**src/rtl/sdrini_pkg.sv**
```systemverilog
// shared constants for the sdram command, mode and burst block
package sdrini_pkg;
    // command codes {cs_n, ras_n, cas_n, we_n}
    localparam logic [3:0] CMD_ACTIVE    = 4'h3;
    localparam logic [3:0] CMD_READ      = 4'h5;
    localparam logic [3:0] CMD_WRITE     = 4'h4;
    localparam logic [3:0] CMD_PRECHARGE = 4'h2;
    localparam logic [3:0] CMD_REFRESH   = 4'h1;
    localparam logic [3:0] CMD_LOAD_MODE = 4'h0;
    localparam logic [3:0] CMD_BURST_END = 4'h6;
    localparam logic [3:0] CMD_IDLE      = 4'hf;
    // operating_mode_register field positions, precharge-all address bit and array sizes
    localparam int BL_LO       = 0;
    localparam int BL_HI       = 2;
    localparam int ORDER_BIT   = 3;
    localparam int LAT_LO      = 4;
    localparam int LAT_HI      = 6;
    localparam int WBURST_BIT  = 9;
    localparam int PRE_ALL_BIT = 10;
    localparam int MODE_W      = 13;
    localparam int ROW_W       = 13;
    localparam int COL_MAX_W   = 12;
    localparam int BANKS       = 4;
    // burst length codes
    localparam logic [2:0] BL_ONE  = 3'h0;
    localparam logic [2:0] BL_TWO  = 3'h1;
    localparam logic [2:0] BL_FOUR = 3'h2;
    localparam logic [2:0] BL_EIGHT= 3'h3;
    localparam logic [2:0] BL_PAGE = 3'h7;
    // read latency codes and the mode reset value
    localparam logic [2:0] LAT_TWO   = 3'h2;
    localparam logic [2:0] LAT_THREE = 3'h3;
    localparam logic [12:0] MODE_RESET = 13'h0000;
endpackage

```
**src/rtl/sdrini_core.sv**
```systemverilog
// sdram command decode, mode register, bank rows and burst addressing
// ****************************************************************
// Notes on behaviour
// - all inputs are captured only on the rising clock edge
// - four banks of 8192 rows; 4096, 2048 or 1024 columns by width
// - read or write acts only on a bank with an activated row
// - activate takes bank from bank bits and row from address 0..12
// - column comes from address 0-9 plus 11,12 per data width
// - precharge all closes every bank, leaving all banks idle
// - mode load needs both bank bits zero; value kept until reloaded
// - data outputs are released once a mode load is taken
// - mode bits: length, order, latency, op mode, write burst
// - lengths 1,2,4,8 both orders; full row only sequential
// - burst length bounds locations touched per read or write
// - bursts wrap inside an aligned block of burst-length columns
// - full row bursts wrap at the row boundary
// - latency two or three; outputs drive from edge n+m-1
// - write burst bit set makes writes single location
// ****************************************************************
`timescale 1ns/100ps
module sdrini_core
    import sdrini_pkg::*;
#(
    parameter int DQ_BITS = 16
) (
    // clock and reset
    input  wire logic                  CLK,
    input  wire logic                  RESET,
    // command pins
    input  wire logic                  CKE,
    input  wire logic                  CS_N,
    input  wire logic                  RAS_N,
    input  wire logic                  CAS_N,
    input  wire logic                  WE_N,
    input  wire logic [1:0]            BA,
    input  wire logic [12:0]           ADDR,
    // array access strobe
    output logic                       ACC_VALID,
    output logic                       ACC_WRITE,
    output logic [1:0]                 ACC_BANK,
    output logic [12:0]                ACC_ROW,
    output logic [11:0]                ACC_COL,
    // data pin drive and status
    output logic                       DQ_OE,
    output logic [3:0]                 ROW_OPEN,
    output logic [12:0]                MODE_VALUE
);
    import sdrini_pkg::*;

    localparam int COL_BITS = (DQ_BITS == 16) ? 10 :
                              (DQ_BITS == 8) ? 11 : 12;
    localparam logic [11:0] COL_MASK = 12'((1 << COL_BITS) - 1);

    typedef struct packed {
        logic                    in_cke;
        logic [3:0]              in_cmd;
        logic [1:0]              in_ba;
        logic [12:0]             in_addr;
        logic [12:0]             mode;
        logic [3:0]              row_open;
        logic [3:0][12:0]        rows;
        logic                    bst_on;
        logic                    bst_wr;
        logic [1:0]              bst_bank;
        logic [11:0]             bst_start;
        logic [11:0]             bst_idx;
        logic [11:0]             bst_last;
        logic [1:0]              oe_dly;
        logic [12:0]             oe_left;
        logic                    acc_valid;
        logic                    acc_wr;
        logic [1:0]              acc_bank;
        logic [12:0]             acc_row;
        logic [11:0]             acc_col;
        logic                    dq_oe;
    } sdrini_state_t;

    sdrini_state_t q;
    sdrini_state_t next_q;

    function automatic logic [11:0] col_pick(input logic [12:0] a);
        logic [11:0] c;
        c = {a[12], a[11], a[9:0]};
        return c & COL_MASK;
    endfunction

    // length codes to last index; reserved codes act as one
    function automatic logic [11:0] last_of(input logic [2:0] code,
                                            input logic       seq);
        logic [11:0] l;
        l = 12'h000;
        case (code)
            BL_TWO:   l = 12'h001;
            BL_FOUR:  l = 12'h003;
            BL_EIGHT: l = 12'h007;
            BL_PAGE:  l = seq ? COL_MASK : 12'h000;
            default:  l = 12'h000;
        endcase
        return l;
    endfunction

    logic        cmd_ok;
    logic [11:0] beat_col;
    logic [11:0] wrap_sum;
    logic [11:0] new_last;

    always_comb begin
        next_q = q;
        // pins captured once per rising edge
        next_q.in_cke  = CKE;
        next_q.in_cmd  = {CS_N, RAS_N, CAS_N, WE_N};
        next_q.in_ba   = BA;
        next_q.in_addr = ADDR;
        next_q.acc_valid = 1'b0;
        next_q.acc_wr    = 1'b0;
        cmd_ok   = q.in_cke;
        wrap_sum = 12'(q.bst_start + q.bst_idx);
        // block bits kept, low bits wrap in the block
        // full row uses the column mask as block size
        if (q.mode[ORDER_BIT] && q.bst_last != COL_MASK) begin
            beat_col = (q.bst_start & ~q.bst_last) |
                       ((q.bst_start ^ q.bst_idx) & q.bst_last);
        end else begin
            beat_col = (q.bst_start & ~q.bst_last) |
                       (wrap_sum & q.bst_last);
        end
        new_last = last_of(q.mode[BL_HI:BL_LO], !q.mode[ORDER_BIT]);
        // write burst bit forces single-location writes
        if (q.in_cmd == CMD_WRITE && q.mode[WBURST_BIT]) begin
            new_last = 12'h000;
        end
        // one beat per cycle until the programmed length
        if (q.bst_on) begin
            next_q.acc_valid = 1'b1;
            next_q.acc_wr    = q.bst_wr;
            next_q.acc_bank  = q.bst_bank;
            next_q.acc_row   = q.rows[q.bst_bank];
            next_q.acc_col   = beat_col;
            if (q.bst_idx == q.bst_last) begin
                next_q.bst_on = 1'b0;
            end else begin
                next_q.bst_idx = 12'(q.bst_idx + 12'h001);
            end
        end
        if (cmd_ok) begin
            case (q.in_cmd)
                // bank and full row taken on activate
                CMD_ACTIVE: begin
                    next_q.row_open[q.in_ba] = 1'b1;
                    next_q.rows[q.in_ba]     = q.in_addr;
                end
                // accesses only to an activated bank
                CMD_READ, CMD_WRITE: begin
                    if (q.row_open[q.in_ba]) begin
                        next_q.bst_on    = 1'b1;
                        next_q.bst_wr    = (q.in_cmd == CMD_WRITE);
                        next_q.bst_bank  = q.in_ba;
                        next_q.bst_start = col_pick(q.in_addr);
                        next_q.bst_idx   = 12'h000;
                        next_q.bst_last  = new_last;
                        next_q.oe_left   = 13'h0000;
                        next_q.oe_dly    = 2'h0;
                        if (q.in_cmd == CMD_READ) begin
                            next_q.oe_left = 13'(new_last + 12'h002);
                            next_q.oe_dly  =
                                (q.mode[LAT_HI:LAT_LO] == LAT_THREE) ?
                                2'h1 : 2'h0;
                        end
                    end
                end
                // all-banks precharge leaves every bank idle
                CMD_PRECHARGE: begin
                    if (q.in_addr[PRE_ALL_BIT]) begin
                        next_q.row_open = 4'h0;
                    end else begin
                        next_q.row_open[q.in_ba] = 1'b0;
                    end
                end
                // only bank zero selection loads the mode
                CMD_LOAD_MODE: begin
                    if (q.in_ba == 2'h0) begin
                        next_q.mode = q.in_addr;
                    end
                    next_q.oe_left = 13'h0000;
                    next_q.bst_on  = 1'b0;
                end
                // full-row bursts are cut short here
                CMD_BURST_END: begin
                    next_q.bst_on  = 1'b0;
                    next_q.oe_left = 13'h0000;
                end
                default: begin
                end
            endcase
        end
        next_q.dq_oe = 1'b0;
        if (next_q.oe_left != 13'h0000) begin
            if (next_q.oe_dly != 2'h0) begin
                next_q.oe_dly = 2'(next_q.oe_dly - 2'h1);
            end else begin
                next_q.dq_oe   = 1'b1;
                next_q.oe_left = 13'(next_q.oe_left - 13'h0001);
            end
        end
    end

    // no power-on value is defined for the mode; reset gives a
    // simulation a clean start, the load command sets the real value
    always_ff @(posedge CLK) begin
        if (RESET) begin
            q          <= '0;
            q.in_cmd   <= CMD_IDLE;
            q.mode     <= MODE_RESET;
        end else begin
            q <= next_q;
        end
    end

    assign ACC_VALID  = q.acc_valid;
    assign ACC_WRITE  = q.acc_wr;
    assign ACC_BANK   = q.acc_bank;
    assign ACC_ROW    = q.acc_row;
    assign ACC_COL    = q.acc_col;
    assign DQ_OE      = q.dq_oe;
    assign ROW_OPEN   = q.row_open;
    assign MODE_VALUE = q.mode;

    // ****************************************************************
    // checks
    // ****************************************************************
    a_access_needs_row: assert property (
        @(posedge CLK) disable iff (RESET)
        q.in_cke && q.in_cmd == CMD_READ && !q.row_open[q.in_ba] &&
        !q.bst_on |=> !q.acc_valid && !q.bst_on)
        else $error("access started on an idle bank");
    a_active_row_load: assert property (
        @(posedge CLK) disable iff (RESET)
        q.in_cke && q.in_cmd == CMD_ACTIVE |=>
        q.row_open[$past(q.in_ba)] &&
        q.rows[$past(q.in_ba)] == $past(q.in_addr))
        else $error("activate did not capture bank and row");
    a_precharge_all: assert property (
        @(posedge CLK) disable iff (RESET)
        q.in_cke && q.in_cmd == CMD_PRECHARGE && q.in_addr[PRE_ALL_BIT]
        |=> q.row_open == 4'h0)
        else $error("precharge all left a bank open");
    a_mode_load_kept: assert property (
        @(posedge CLK) disable iff (RESET)
        !(q.in_cke && q.in_cmd == CMD_LOAD_MODE && q.in_ba == 2'h0)
        |=> $stable(q.mode))
        else $error("mode changed without a load");
    a_load_releases_dq: assert property (
        @(posedge CLK) disable iff (RESET)
        q.in_cke && q.in_cmd == CMD_LOAD_MODE |=> !q.dq_oe [*2])
        else $error("data outputs driven after mode load");
    a_single_write: assert property (
        @(posedge CLK) disable iff (RESET)
        q.in_cke && q.in_cmd == CMD_WRITE && q.row_open[q.in_ba] &&
        q.mode[WBURST_BIT] |=> ##1 q.acc_valid ##1 !q.acc_valid)
        else $error("write burst not single location");
    a_beat_in_block: assert property (
        @(posedge CLK) disable iff (RESET)
        q.bst_on |=> (q.acc_col & ~$past(q.bst_last)) ==
        ($past(q.bst_start) & ~$past(q.bst_last)))
        else $error("burst left its block");
    a_latency_two: assert property (
        @(posedge CLK) disable iff (RESET)
        q.in_cke && q.in_cmd == CMD_READ && q.row_open[q.in_ba] &&
        q.mode[LAT_HI:LAT_LO] == LAT_TWO |=> q.dq_oe ##1 q.acc_valid)
        else $error("latency two drive window misplaced");
    a_latency_three: assert property (
        @(posedge CLK) disable iff (RESET)
        q.in_cke && q.in_cmd == CMD_READ && q.row_open[q.in_ba] &&
        q.mode[LAT_HI:LAT_LO] == LAT_THREE |=> !q.dq_oe ##1 q.dq_oe)
        else $error("latency three drive window misplaced");
    a_col_in_range: assert property (
        @(posedge CLK) disable iff (RESET)
        q.acc_valid |-> (q.acc_col & ~COL_MASK) == 12'h000)
        else $error("column beyond row width");
endmodule

```
**config.mk**
```make
export PLATFORM = sky130hd
export DESIGN_NAME = sdrini_core
export DESIGN_NICKNAME = d
export VERILOG_FILES = /design/src/rtl/sdrini_pkg.sv /design/src/rtl/sdrini_core.sv
export SDC_FILE = /design/constraint.sdc
export NUM_CORES = 1
export LEC_CHECK = 0
export BUFFER_PORTS_ARGS = -buffer_cell sky130_fd_sc_hd__buf_2
export CAP_MARGIN = 10
export CELL_PAD_IN_SITES_DETAIL_PLACEMENT = 1
export CELL_PAD_IN_SITES_GLOBAL_PLACEMENT = 2
export CORE_MARGIN = 4
export CORE_UTILIZATION = 30
export CTS_CLUSTER_SIZE = 16
export DETAILED_ROUTE_END_ITERATION = 10
export PLACE_DENSITY_LB_ADDON = 0.25
export SLEW_MARGIN = 20
export SYNTH_ARGS = -nofsm -noshare
export SYNTH_HDL_FRONTEND = slang
export SYNTH_SLANG_ARGS = --single-unit
```
**constraint.sdc**
```tcl
create_clock -name CLK -period 3.49 [get_ports CLK]
set_clock_uncertainty 0.1 [all_clocks]
set_input_delay 0.1745 -clock CLK [delete_from_list [all_inputs] [get_ports CLK]]
set_output_delay 0.1745 -clock CLK [all_outputs]
set_load 0.005 [all_outputs]
```
==> flow_summary_export.csv, run 1 <==
group,metric,value,unit
floorplan,core_area,25100,um^2
final_layout,final_area,8810,um^2
clocking,cts_sinks,162,
setup_path,path_class,"reg -> reg",
detailed_routing,wire_per_inst,16.7,um
setup_path,path_max_fanout,7,
pwr,p_switching,0.00137,W
pwr,p_leak,3.60,nW
clocking,cts_tree,"built",
setup_path,max_stage_delay,0.36,ns
placed_design,dp.final_hpwl,14100,um
timing,hold_viol,0,
setup_path,cpMostUsedCell,"ha_1",
global_routing,antenna_found_initial,0,
global_routing,grt.overflow.total,0,
final_layout,num_antenna_cells,0,
setup_path,crit_slowest_cell,"dfxtp_1",
detailed_routing,drc,0,
detailed_routing,drt_iter0_markers,287,
timing,rsz0062_at_grt,"false",
hold_path,min-delay-start,"RESET",
setup_path,path_buf_inv,2,
logic_synthesis,synth-edff-count,0,
detailed_routing,dr_total_vias,5852,
setup_path,startpoint_type,"register",
timing,fmax,315,MHz
pwr,ir_worst_vdd,244,uV
final_layout,drive_gt1_share,16.8,%
floorplan,die_y,168,um
detailed_routing,final_antenna_net_count,0,
logic_synthesis,syn_area_per_cell,9.00,um^2
setup_path,worst_ep_arrival_time,3.39,ns
floorplan,fp-row-count,58,
clocking,path_clk_slew,0.07,ns
timing,slew_violations,0,
pwr,internal-power,0.00330,W
setup_path,required,3.71,ns
detailed_routing,via_per_inst,4.78,
logic_synthesis,yosys.area.top_type,"dfxtp_1",
clocking,cts_root_buf,"clkbuf_16",
logic_synthesis,yosysUniqueCellTypes,71,
pwr,pwr-share-clk,40.9,%
pwr,switching_share,29.4,%
logic_synthesis,ys_seq_area_share,42.4,%
timing,setup_viol,0,
floorplan,initial_core_util,30.5,%
placed_design,dp_slack,0.176,ns
logic_synthesis,netlist_top_cells_area,"dfxtp_1, mux2i_1, nor2_1",
global_routing,grt_pass1_wl,33800,um
setup_path,r2r_slack,0.32,ns
global_routing,grt.total_usage,15.0,%
setup_path,regToRegStartpoint,"q[171]",
global_routing,grt_max_degree,96,
final_layout,layout_common_cells,"dfxtp_1, nor2_1, nand2_1",
placed_design,gp_congestion,0.758,
floorplan,die-width,168,um
logic_synthesis,yosys_most_used_dff,"dfxtp_1",
placed_design,portBuffers,66,
final_layout,areaGrowthSynthToFinish,15.3,%
final_layout,multi_input_area,3820,um^2
setup_path,r2r_cells,14,
clocking,htreeDepth,4,
final_layout,layout_commonest_cell,"dfxtp_1",
setup_path,setup.worst_path.end_class,"register",
floorplan,dieArea,28100,um^2
hold_path,hold-path-cell-count,2,
clocking,clkLatencyLatePin,0.43,ns
timing,max-slew-margin-rel,32.0,%
job,drv_cap,0,
logic_synthesis,synth_top_area_share,42.4,%
clocking,cts_setup_buffers,0,
logic_synthesis,ys_ff_latch,162,
logic_synthesis,yosysWarningCount,0,
timing,fin_crit,3.17,ns
timing,worstMarginPinSlew,1.02,ns
clocking,numCtsBuffers,17,
final_layout,post-route-util,35.1,%
clocking,clockBufferDepth,2,
pwr,p_per_area,530,nW/um^2
outcome,status,"finished, final reports clean",
setup_path,crit_path_cell_trace,"nor3b_1, nand3b_1, nand2_1, a211oi_2, ha_1, inv_1, ha_1, buf_4, nand2b_1, a32oi_4, nand4_4, o21ba_1, nand4_1, mux2_1",
detailed_routing,firstDrtPassIters,4,
setup_path,critical_path.top_delay_family,"simple AND/OR/NAND/NOR gates",
pwr,sequentialPowerShare,42.5,%
placed_design,dpl_cell_area,8000,um^2
timing,fin_crit_sh,90.9,%
final_layout,ff_latch_area,3240,um^2
hold_path,holdPathEnd,"q[36]",
detailed_routing,postRouteWirelength,20500,um
hold_path,min_path_type,"in -> reg",
floorplan,ios,69,
final_layout,fillers,2983,
logic_synthesis,async_flop_share,0,%
final_layout,nets,918,
timing,postLayoutSetupSlackWorst,0.316,ns
global_routing,grt_pass1_vias,6034,
logic_synthesis,netlist_area,7650,um^2
pwr,fin_total_pwr,0.00467,W
pwr,pwr-share-comb,16.6,%
setup_path,reg2reg_to,"q[41]",
logic_synthesis,synthCells,850,
timing,tns,0,ns
-- power by group through the flow --
stage / combinational, W / clock (W) / sequential, W
3_5_place_dp: 0.000755 / 0 / 0.00203
6_report: 0.000774 / 0.00191 / 0.00199
5_1_grt: 0.000862 / 0.00205 / 0.00200
3_3_place_gp: 0.000755 / 0 / 0.00203
4_1_cts: 0.000774 / 0.00197 / 0.00199
2_1_floorplan: 0.000620 / 0 / 0.00200
-- flip-flops by register name (all words and copies together), names as in the netlist --
| register | count |
|---|---|
| q | 116 |
| ACC_ROW | 13 |
| MODE_VALUE | 13 |
| ACC_COL | 10 |
| ROW_OPEN | 4 |
| ACC_BANK | 2 |
| ACC_VALID | 1 |
| ACC_WRITE | 1 |
| DQ_OE | 1 |
| cmd_ok | 1 |
-- layer usage --
metal | share of wire, % | wire [um] | track usage (%) | vias up
li1 | - | - | - | 2927
met1 | 53 | 10800 | 22.1 | 2821
met2 | 42 | 8690 | 22.4 | 89
met3 | 3.7 | 760 | 3.02 | 15
met4 | 1.3 | 264 | 4.13 | 0
met5 | 0 | 0 | 0 | -
-- synth_stat cells, types with 10 or more instances --
master    count
xor2_1       14
a21oi_1      61
nor3_1       10
nand2_1     105
nor2_1      107
mux2i_1      64
ha_1         14
buf_4        45
o21ai_0      26
nand3_1      12
clkbuf_1     33
dfxtp_1     162
xnor2_1      11
mux4_2       14
nor2b_1      25
inv_1        15
-- logic make-up (layout without fill, tap and decap cells) --
logic type	Yosys count	in the layout	synth area share [%]
other	1	2	0.0490
AND/OR/NAND/NOR	325	325	20.1
buffers and inverters	108	151	7.85
XOR/XNOR	25	25	2.86
adder cells (fa/ha/maj)	15	15	2.55
multiplexers	82	82	13.3
flip-flops	162	162	42.4
AO/OA/AOI/OAI	132	132	10.9
-- stage by stage --
step / hold WS, ns / cells
2_1_floorplan: 0.178 / 851
3_3_place_gp: 0.258 / 1172
3_5_place_dp: 0.261 / 1172
4_1_cts: 0.136 / 1224
5_1_grt: 0.165 / 1224
6_report: 0.133 / 1224
-- layout make-up --
class                   instances  share of cell area [%]
clock buffers                  18                    4.87
clock inverters                14                    1.92
inverters                      15                   0.639
multi-input cells             581                    43.4
flip-flops and latches        162                    36.8
well taps                     330                    4.68
repair buffers                104                    7.72
-- how the worst max path moves through the flow --
stage           start    end  slack [ns]  depth (start not counted)
3_3_place_gp   q[171]  q[41]        0.24                         13
3_5_place_dp   q[171]  q[41]        0.18                         13
5_1_grt        q[170]  q[41]        0.03                         14
2_1_floorplan  q[169]  q[41]        0.05                         15
4_1_cts        q[171]  q[41]        0.18                         13
6_report       q[171]  q[41]        0.32                         14
-- what timing repair did --
action                     CTS  global route
hold buffers                20             0
setup endpoints to repair    0             2
hold endpoints to repair    20             0
gates resized for setup      0             3
Power figures use the tool's default switching activity.
==> inputs of run 2 (changes only) <==
- CORE_UTILIZATION: 30 -> 33
==> flow_summary_export.csv, run 2 (synthesis gave the netlist of run 1 again) <==
group,metric,value,unit
timing,fmax,308,MHz
setup_path,cp-startpoint,"q[170]",
final_layout,final_area,8690,um^2
detailed_routing,drt_iter0_markers,220,
floorplan,die-width,160,um
clocking,cts_tree,"built",
floorplan,fp-row-count,55,
detailed_routing,wire_per_inst,17.2,um
floorplan,core_area,22700,um^2
detailed_routing,postRouteWirelength,20200,um
setup_path,regToRegStartpoint,"q[170]",
timing,fin_crit_sh,93.0,%
floorplan,die_y,160,um
hold_path,min_path_type,"in -> reg",
setup_path,cpMostUsedCell,"ha_1",
clocking,clkLatencyLatePin,0.43,ns
global_routing,grt_pass1_vias,6021,
detailed_routing,via_per_inst,5.02,
global_routing,grt.overflow.total,0,
detailed_routing,drc,0,
detailed_routing,final_antenna_net_count,0,
clocking,htreeDepth,4,
clocking,cts_root_buf,"clkbuf_16",
global_routing,grt.total_usage,16.0,%
setup_path,crit_slowest_cell,"dfxtp_1",
global_routing,antenna_found_initial,0,
placed_design,portBuffers,66,
setup_path,startpoint_type,"register",
final_layout,num_antenna_cells,0,
global_routing,grt_max_degree,54,
final_layout,post-route-util,38.2,%
timing,setup_viol,0,
global_routing,grt_pass1_wl,33000,um
final_layout,fillers,2651,
final_layout,largest_reg_flops,116,
timing,fin_crit,3.25,ns
final_layout,nets,914,
timing,tns,0,ns
setup_path,worst_ep_arrival_time,3.46,ns
timing,hold_slack,0.119,ns
setup_path,path_max_fanout,7,
job,drv_cap,0,
pwr,p_leak,3.55,nW
final_layout,layout_common_cells,"dfxtp_1, nor2_1, nand2_1",
final_layout,areaGrowthSynthToFinish,13.6,%
outcome,status,"finished, final reports clean",
detailed_routing,dr_total_vias,5902,
timing,hold_viol,0,
placed_design,gp_congestion,0.794,
setup_path,crit_path_cell_trace,"nor3b_1, nand3b_1, nand2_1, a211oi_2, ha_1, inv_1, ha_1, nand2b_1, a32oi_4, nand4_4, o21ba_1, nand4_1, mux2_1",
pwr,ir_worst_vdd,273,uV
floorplan,initial_core_util,33.7,%
setup_path,required,3.71,ns
final_layout,drive_gt1_share,16.6,%
pwr,fin_total_pwr,0.00459,W
clocking,path_clk_slew,0.07,ns
timing,rsz0062_at_grt,"false",
floorplan,dieArea,25700,um^2
setup_path,max_stage_delay,0.44,ns
placed_design,dp.final_hpwl,14300,um
detailed_routing,firstDrtPassIters,4,
timing,worstMarginPinSlew,0.945,ns
final_layout,layout_commonest_cell,"dfxtp_1",
setup_path,setup.worst_path.end_class,"register",
final_layout,largest-register,"q",
placed_design,dpl_cell_area,7900,um^2
floorplan,ios,69,
setup_path,path_class,"reg -> reg",
clocking,cts_setup_buffers,0,
timing,slew_violations,0,
clocking,cts_sinks,162,
clocking,clockBufferDepth,2,
timing,max-slew-margin-rel,36.9,%
pwr,p_per_area,528,nW/um^2
hold_path,min-delay-start,"RESET",
clocking,numCtsBuffers,17,
-- run 2: final cells by class --
type / count / area (um^2) / share of cell area (%)
Tap cell: 285 / 357 / 4.11
Multi-Input combinational cell: 581 / 3810 / 43.9
Clock buffer: 18 / 439 / 5.06
Inverter: 15 / 56.3 / 0.648
Sequential cell: 162 / 3240 / 37.4
Clock inverter: 14 / 136 / 1.57
Timing Repair Buffer: 100 / 638 / 7.35
-- run 2: path summary, 6_finish.rpt --
check | endpoint | slack (ns) | depth (start not counted)
setup / recovery | q[41] | 0.24 | 13
hold / removal | cmd_ok | 0.12 | 2
setup reg to reg | q[41] | 0.24 | 13
hold reg to reg | q[96] | 0.36 | 2
-- run 2: routing by layer --
layer | global-route usage (%) | up-vias | share of wire (%) | routed length [um]
li1 | - | 2924 | - | -
met1 | 22.7 | 2869 | 51 | 10200
met2 | 24.7 | 90 | 44 | 8980
met3 | 3.15 | 19 | 3.3 | 659
met4 | 5.12 | 0 | 1.6 | 318
met5 | 0 | - | 0 | 0
-- run 2: timing repair --
item | 4_1_cts | 5_1_grt
hold buffers | 20 | 0
hold endpoints to repair | 20 | 0
resized for setup | 0 | 3
setup endpoints to repair | 0 | 4
-- run 2: power by group --
group	internal, W	switching, W	total [W]	leakage [nW]
Clock	0.000966	0.000871	0.00184	0.268
Combinational	0.000339	0.000432	0.000771	1.97
Sequential	0.00193	0.0000563	0.00198	1.31
Total	0.00323	0.00136	0.00459	3.55
-- run 2: metrics by stage --
stage | worst slack, ns | std cells
after floorplan | 0.0486 | 851
final | 0.243 | 1175
after global routing | 0.0356 | 1175
after detailed placement | 0.0159 | 1123
after CTS | 0.0210 | 1175
after global placement | 0.187 | 1123
-- run 2: worst max-delay path: cells and delay by family (launching register included) --
| kind | cells | cell delay (ns) |
|---|---|---|
| AO/OA/AOI/OAI | 3 | 0.87 |
| AND/OR/NAND/NOR | 6 | 0.91 |
| adder cells (fa/ha/maj) | 2 | 0.44 |
| flip-flops | 1 | 0.44 |
| multiplexers | 1 | 0.32 |
| buffers and inverters | 1 | 0.05 |
==> inputs of run 3 (changes only) <==
- ABC_AREA: not set -> 1
- CORE_UTILIZATION: 33 -> 31
==> flow_summary_export.csv, run 3 <==
group,metric,value,unit
setup_path,worst_ep_arrival_time,3.14,ns
pwr,sequentialPowerShare,43.5,%
timing,tns,0,ns
global_routing,grtUsageMet3,2.83,%
logic_synthesis,synth-edff-count,0,
logic_synthesis,synth_top_area_share,42.0,%
logic_synthesis,yosys.area.top_type,"dfxtp_1",
floorplan,initial_core_util,31.7,%
placed_design,dp.final_hpwl,16100,um
final_layout,multi_input_area,3500,um^2
detailed_routing,drt_iter0_markers,430,
floorplan,ios,69,
pwr,p_switching,0.00138,W
detailed_routing,postRouteWirelength,23200,um
clocking,htreeDepth,4,
final_layout,largest_reg_flops,116,
setup_path,max_stage_delay,0.50,ns
pwr,pwr-share-clk,40.3,%
placed_design,placed_cells,1375,
logic_synthesis,synthCells,1062,
setup_path,path_buf_inv,1,
global_routing,grt_pass1_wl,38200,um
setup_path,critical_path.top_delay_family,"simple AND/OR/NAND/NOR gates",
timing,rsz0062_at_grt,"false",
placed_design,gp_congestion,0.820,
clocking,cts_root_buf,"clkbuf_16",
global_routing,grt.busiest_layer,"met2",
final_layout,nets,1127,
final_layout,layout_commonest_cell,"dfxtp_1",
clocking,path_clk_slew,0.07,ns
floorplan,core_area,24400,um^2
logic_synthesis,netlist_area,7720,um^2
timing,fin_crit_sh,83.4,%
detailed_routing,via_per_inst,4.79,
floorplan,fp-row-count,57,
logic_synthesis,yosysUniqueCellTypes,44,
global_routing,grt_pass1_vias,6785,
floorplan,die_y,166,um
detailed_routing,drc,0,
logic_synthesis,yosysWarningCount,0,
final_layout,areaGrowthSynthToFinish,13.7,%
floorplan,dieArea,27500,um^2
placed_design,portBuffers,66,
timing,setup_viol,0,
clocking,clkLatencyLatePin,0.43,ns
pwr,switching_share,30.6,%
timing,hold_viol,0,
setup_path,crit_slowest_cell,"dfxtp_1",
pwr,p_per_area,512,nW/um^2
logic_synthesis,ys_ff_latch,162,
setup_path,cpMostUsedCell,"nand2_1",
pwr,ir_worst_vdd,290,uV
placed_design,dp_slack,0.586,ns
final_layout,num_antenna_cells,0,
detailed_routing,final_antenna_net_count,0,
detailed_routing,wire_per_inst,16.2,um
pwr,pwr-share-comb,16.2,%
logic_synthesis,async_flop_share,0,%
job,drv_cap,0,
outcome,status,"finished, final reports clean",
timing,fin_crit,2.91,ns
timing,fmax,343,MHz
global_routing,grt.overflow.total,0,
final_layout,final_cell_count_no_fill,1427,
pwr,fin_total_pwr,0.00449,W
final_layout,layout_common_cells,"dfxtp_1, nor2_1, nand2_1",
floorplan,die-width,166,um
timing,postLayoutSetupSlackWorst,0.578,ns
logic_synthesis,syn_area_per_cell,7.27,um^2
timing,max-slew-margin-rel,44.0,%
timing,worstMarginPinSlew,0.839,ns
global_routing,use_met2,26.9,%
pwr,internal-power,0.00312,W
timing,slew_violations,0,
logic_synthesis,yosys_most_used_dff,"dfxtp_1",
global_routing,grt_max_degree,71,
clocking,clockBufferDepth,2,
global_routing,grt_use_met1,24.3,%
clocking,cts_sinks,162,
pwr,p_leak,3.95,nW
clocking,numCtsBuffers,17,
logic_synthesis,ys_seq_area_share,42.0,%
setup_path,setup.worst_path.end_class,"register",
hold_path,min_path_type,"in -> reg",
global_routing,grt.total_usage,17.1,%
detailed_routing,dr_total_vias,6840,
setup_path,crit_path_cell_trace,"inv_4, nand2_1, nand2_1, nand2_1, nand2_1, nand2_1, o21ai_0, a21oi_2, ha_1, nand3_1, nor2_1, nand4_4, nand2_1, nand2_1, nand2_1, nor2_1",
setup_path,required,3.72,ns
setup_path,path_class,"reg -> reg",
logic_synthesis,netlist_top_cells_area,"dfxtp_1, o21ai_0, nor2_1",
final_layout,drive_gt1_share,13.2,%
setup_path,path_max_fanout,13,
clocking,cts_tree,"built",
final_layout,fillers,3057,
clocking,ctsResizeCount,0,
logic_synthesis,yosysMostFrequentCell,"dfxtp_1",
final_layout,largest-register,"q",
final_layout,ff_latch_area,3240,um^2
global_routing,antenna_found_initial,0,
setup_path,startpoint_type,"register",
final_layout,post-route-util,36.0,%
logic_synthesis,synthTopCellsByCount,"dfxtp_1, nor2_1, nand2_1",
detailed_routing,firstDrtPassIters,4,
run 3: changes by cell type after synthesis, sizes merged, moves of 37 or more:
cell	before	now
nor2	108	155
nand2	106	143
a21oi	61	103
mux2i	65	0
o21ai	26	138
inv	15	115
run 3: final timing paths:
| kind | startpoint | endpoint | slack, ns | cells past startpoint |
|---|---|---|---|---|
| worst max-delay path | q[167] | q[30] | 0.58 | 16 |
| worst min-delay path | RESET | q[40] | 0.15 | 4 |
| worst max register to register | q[167] | q[30] | 0.58 | 16 |
| worst min register to register | q[83] | ACC_WRITE | 0.35 | 2 |
run 3: cell families (layout without fill, tap and decap cells):
logic type	count (synthesis)	after routing	synth area share, %
AOI/OAI and AO/OA	285	285	19.7
buffers and inverters	211	251	12.8
xor gates and xnor gates	16	16	1.81
DFF	162	162	42.0
adders and majority gates	15	15	2.53
and+or+nand+nor	372	372	21.1
other	1	2	0.0485
run 3: area by class of cell:
class | count | share of cell area [%]
multi-input cells | 690 | 39.8
well taps | 324 | 4.61
inverters | 121 | 5.20
flip-flops and latches | 162 | 36.9
repair buffers | 98 | 7.06
clock inverters | 14 | 1.37
clock buffers | 18 | 5.00
run 3: timing repair:
item,CTS,global route
setup buffers,0,0
hold endpoints to repair,20,0
hold buffers,20,0
run 3: per-stage QoR:
stage                     cell area [um^2]  hold WS (ns)
after floorplan                       7730         0.178
after global placement                8030         0.284
after detailed placement              8030         0.277
after CTS                             8780         0.134
after global routing                  8780         0.171
final                                 8780         0.148
run 3: routing by layer:
layer	vias up	part of all wire, %
met1	3225	51
met3	17	3.3
li1	3493	-
met5	-	0
met4	0	1.3
met2	105	44
run 3: power groups by stage:
| stage | Clock (W) | Sequential [W] | Combinational (W) |
|---|---|---|---|
| 2_1_floorplan | 0 | 0.00198 | 0.000568 |
| 3_3_place_gp | 0 | 0.00200 | 0.000706 |
| 3_5_place_dp | 0 | 0.00200 | 0.000715 |
| 4_1_cts | 0.00187 | 0.00196 | 0.000734 |
| 5_1_grt | 0.00196 | 0.00196 | 0.000841 |
| 6_report | 0.00181 | 0.00196 | 0.000727 |
run 3: worst register-to-register path: cells and delay by family (launching register included):
kind	cells	cell delay, ns
AOI/OAI and AO/OA	2	0.35
adders and majority gates	1	0.23
buffers and inverters	1	0.08
DFF	1	0.50
and+or+nand+nor	12	1.55
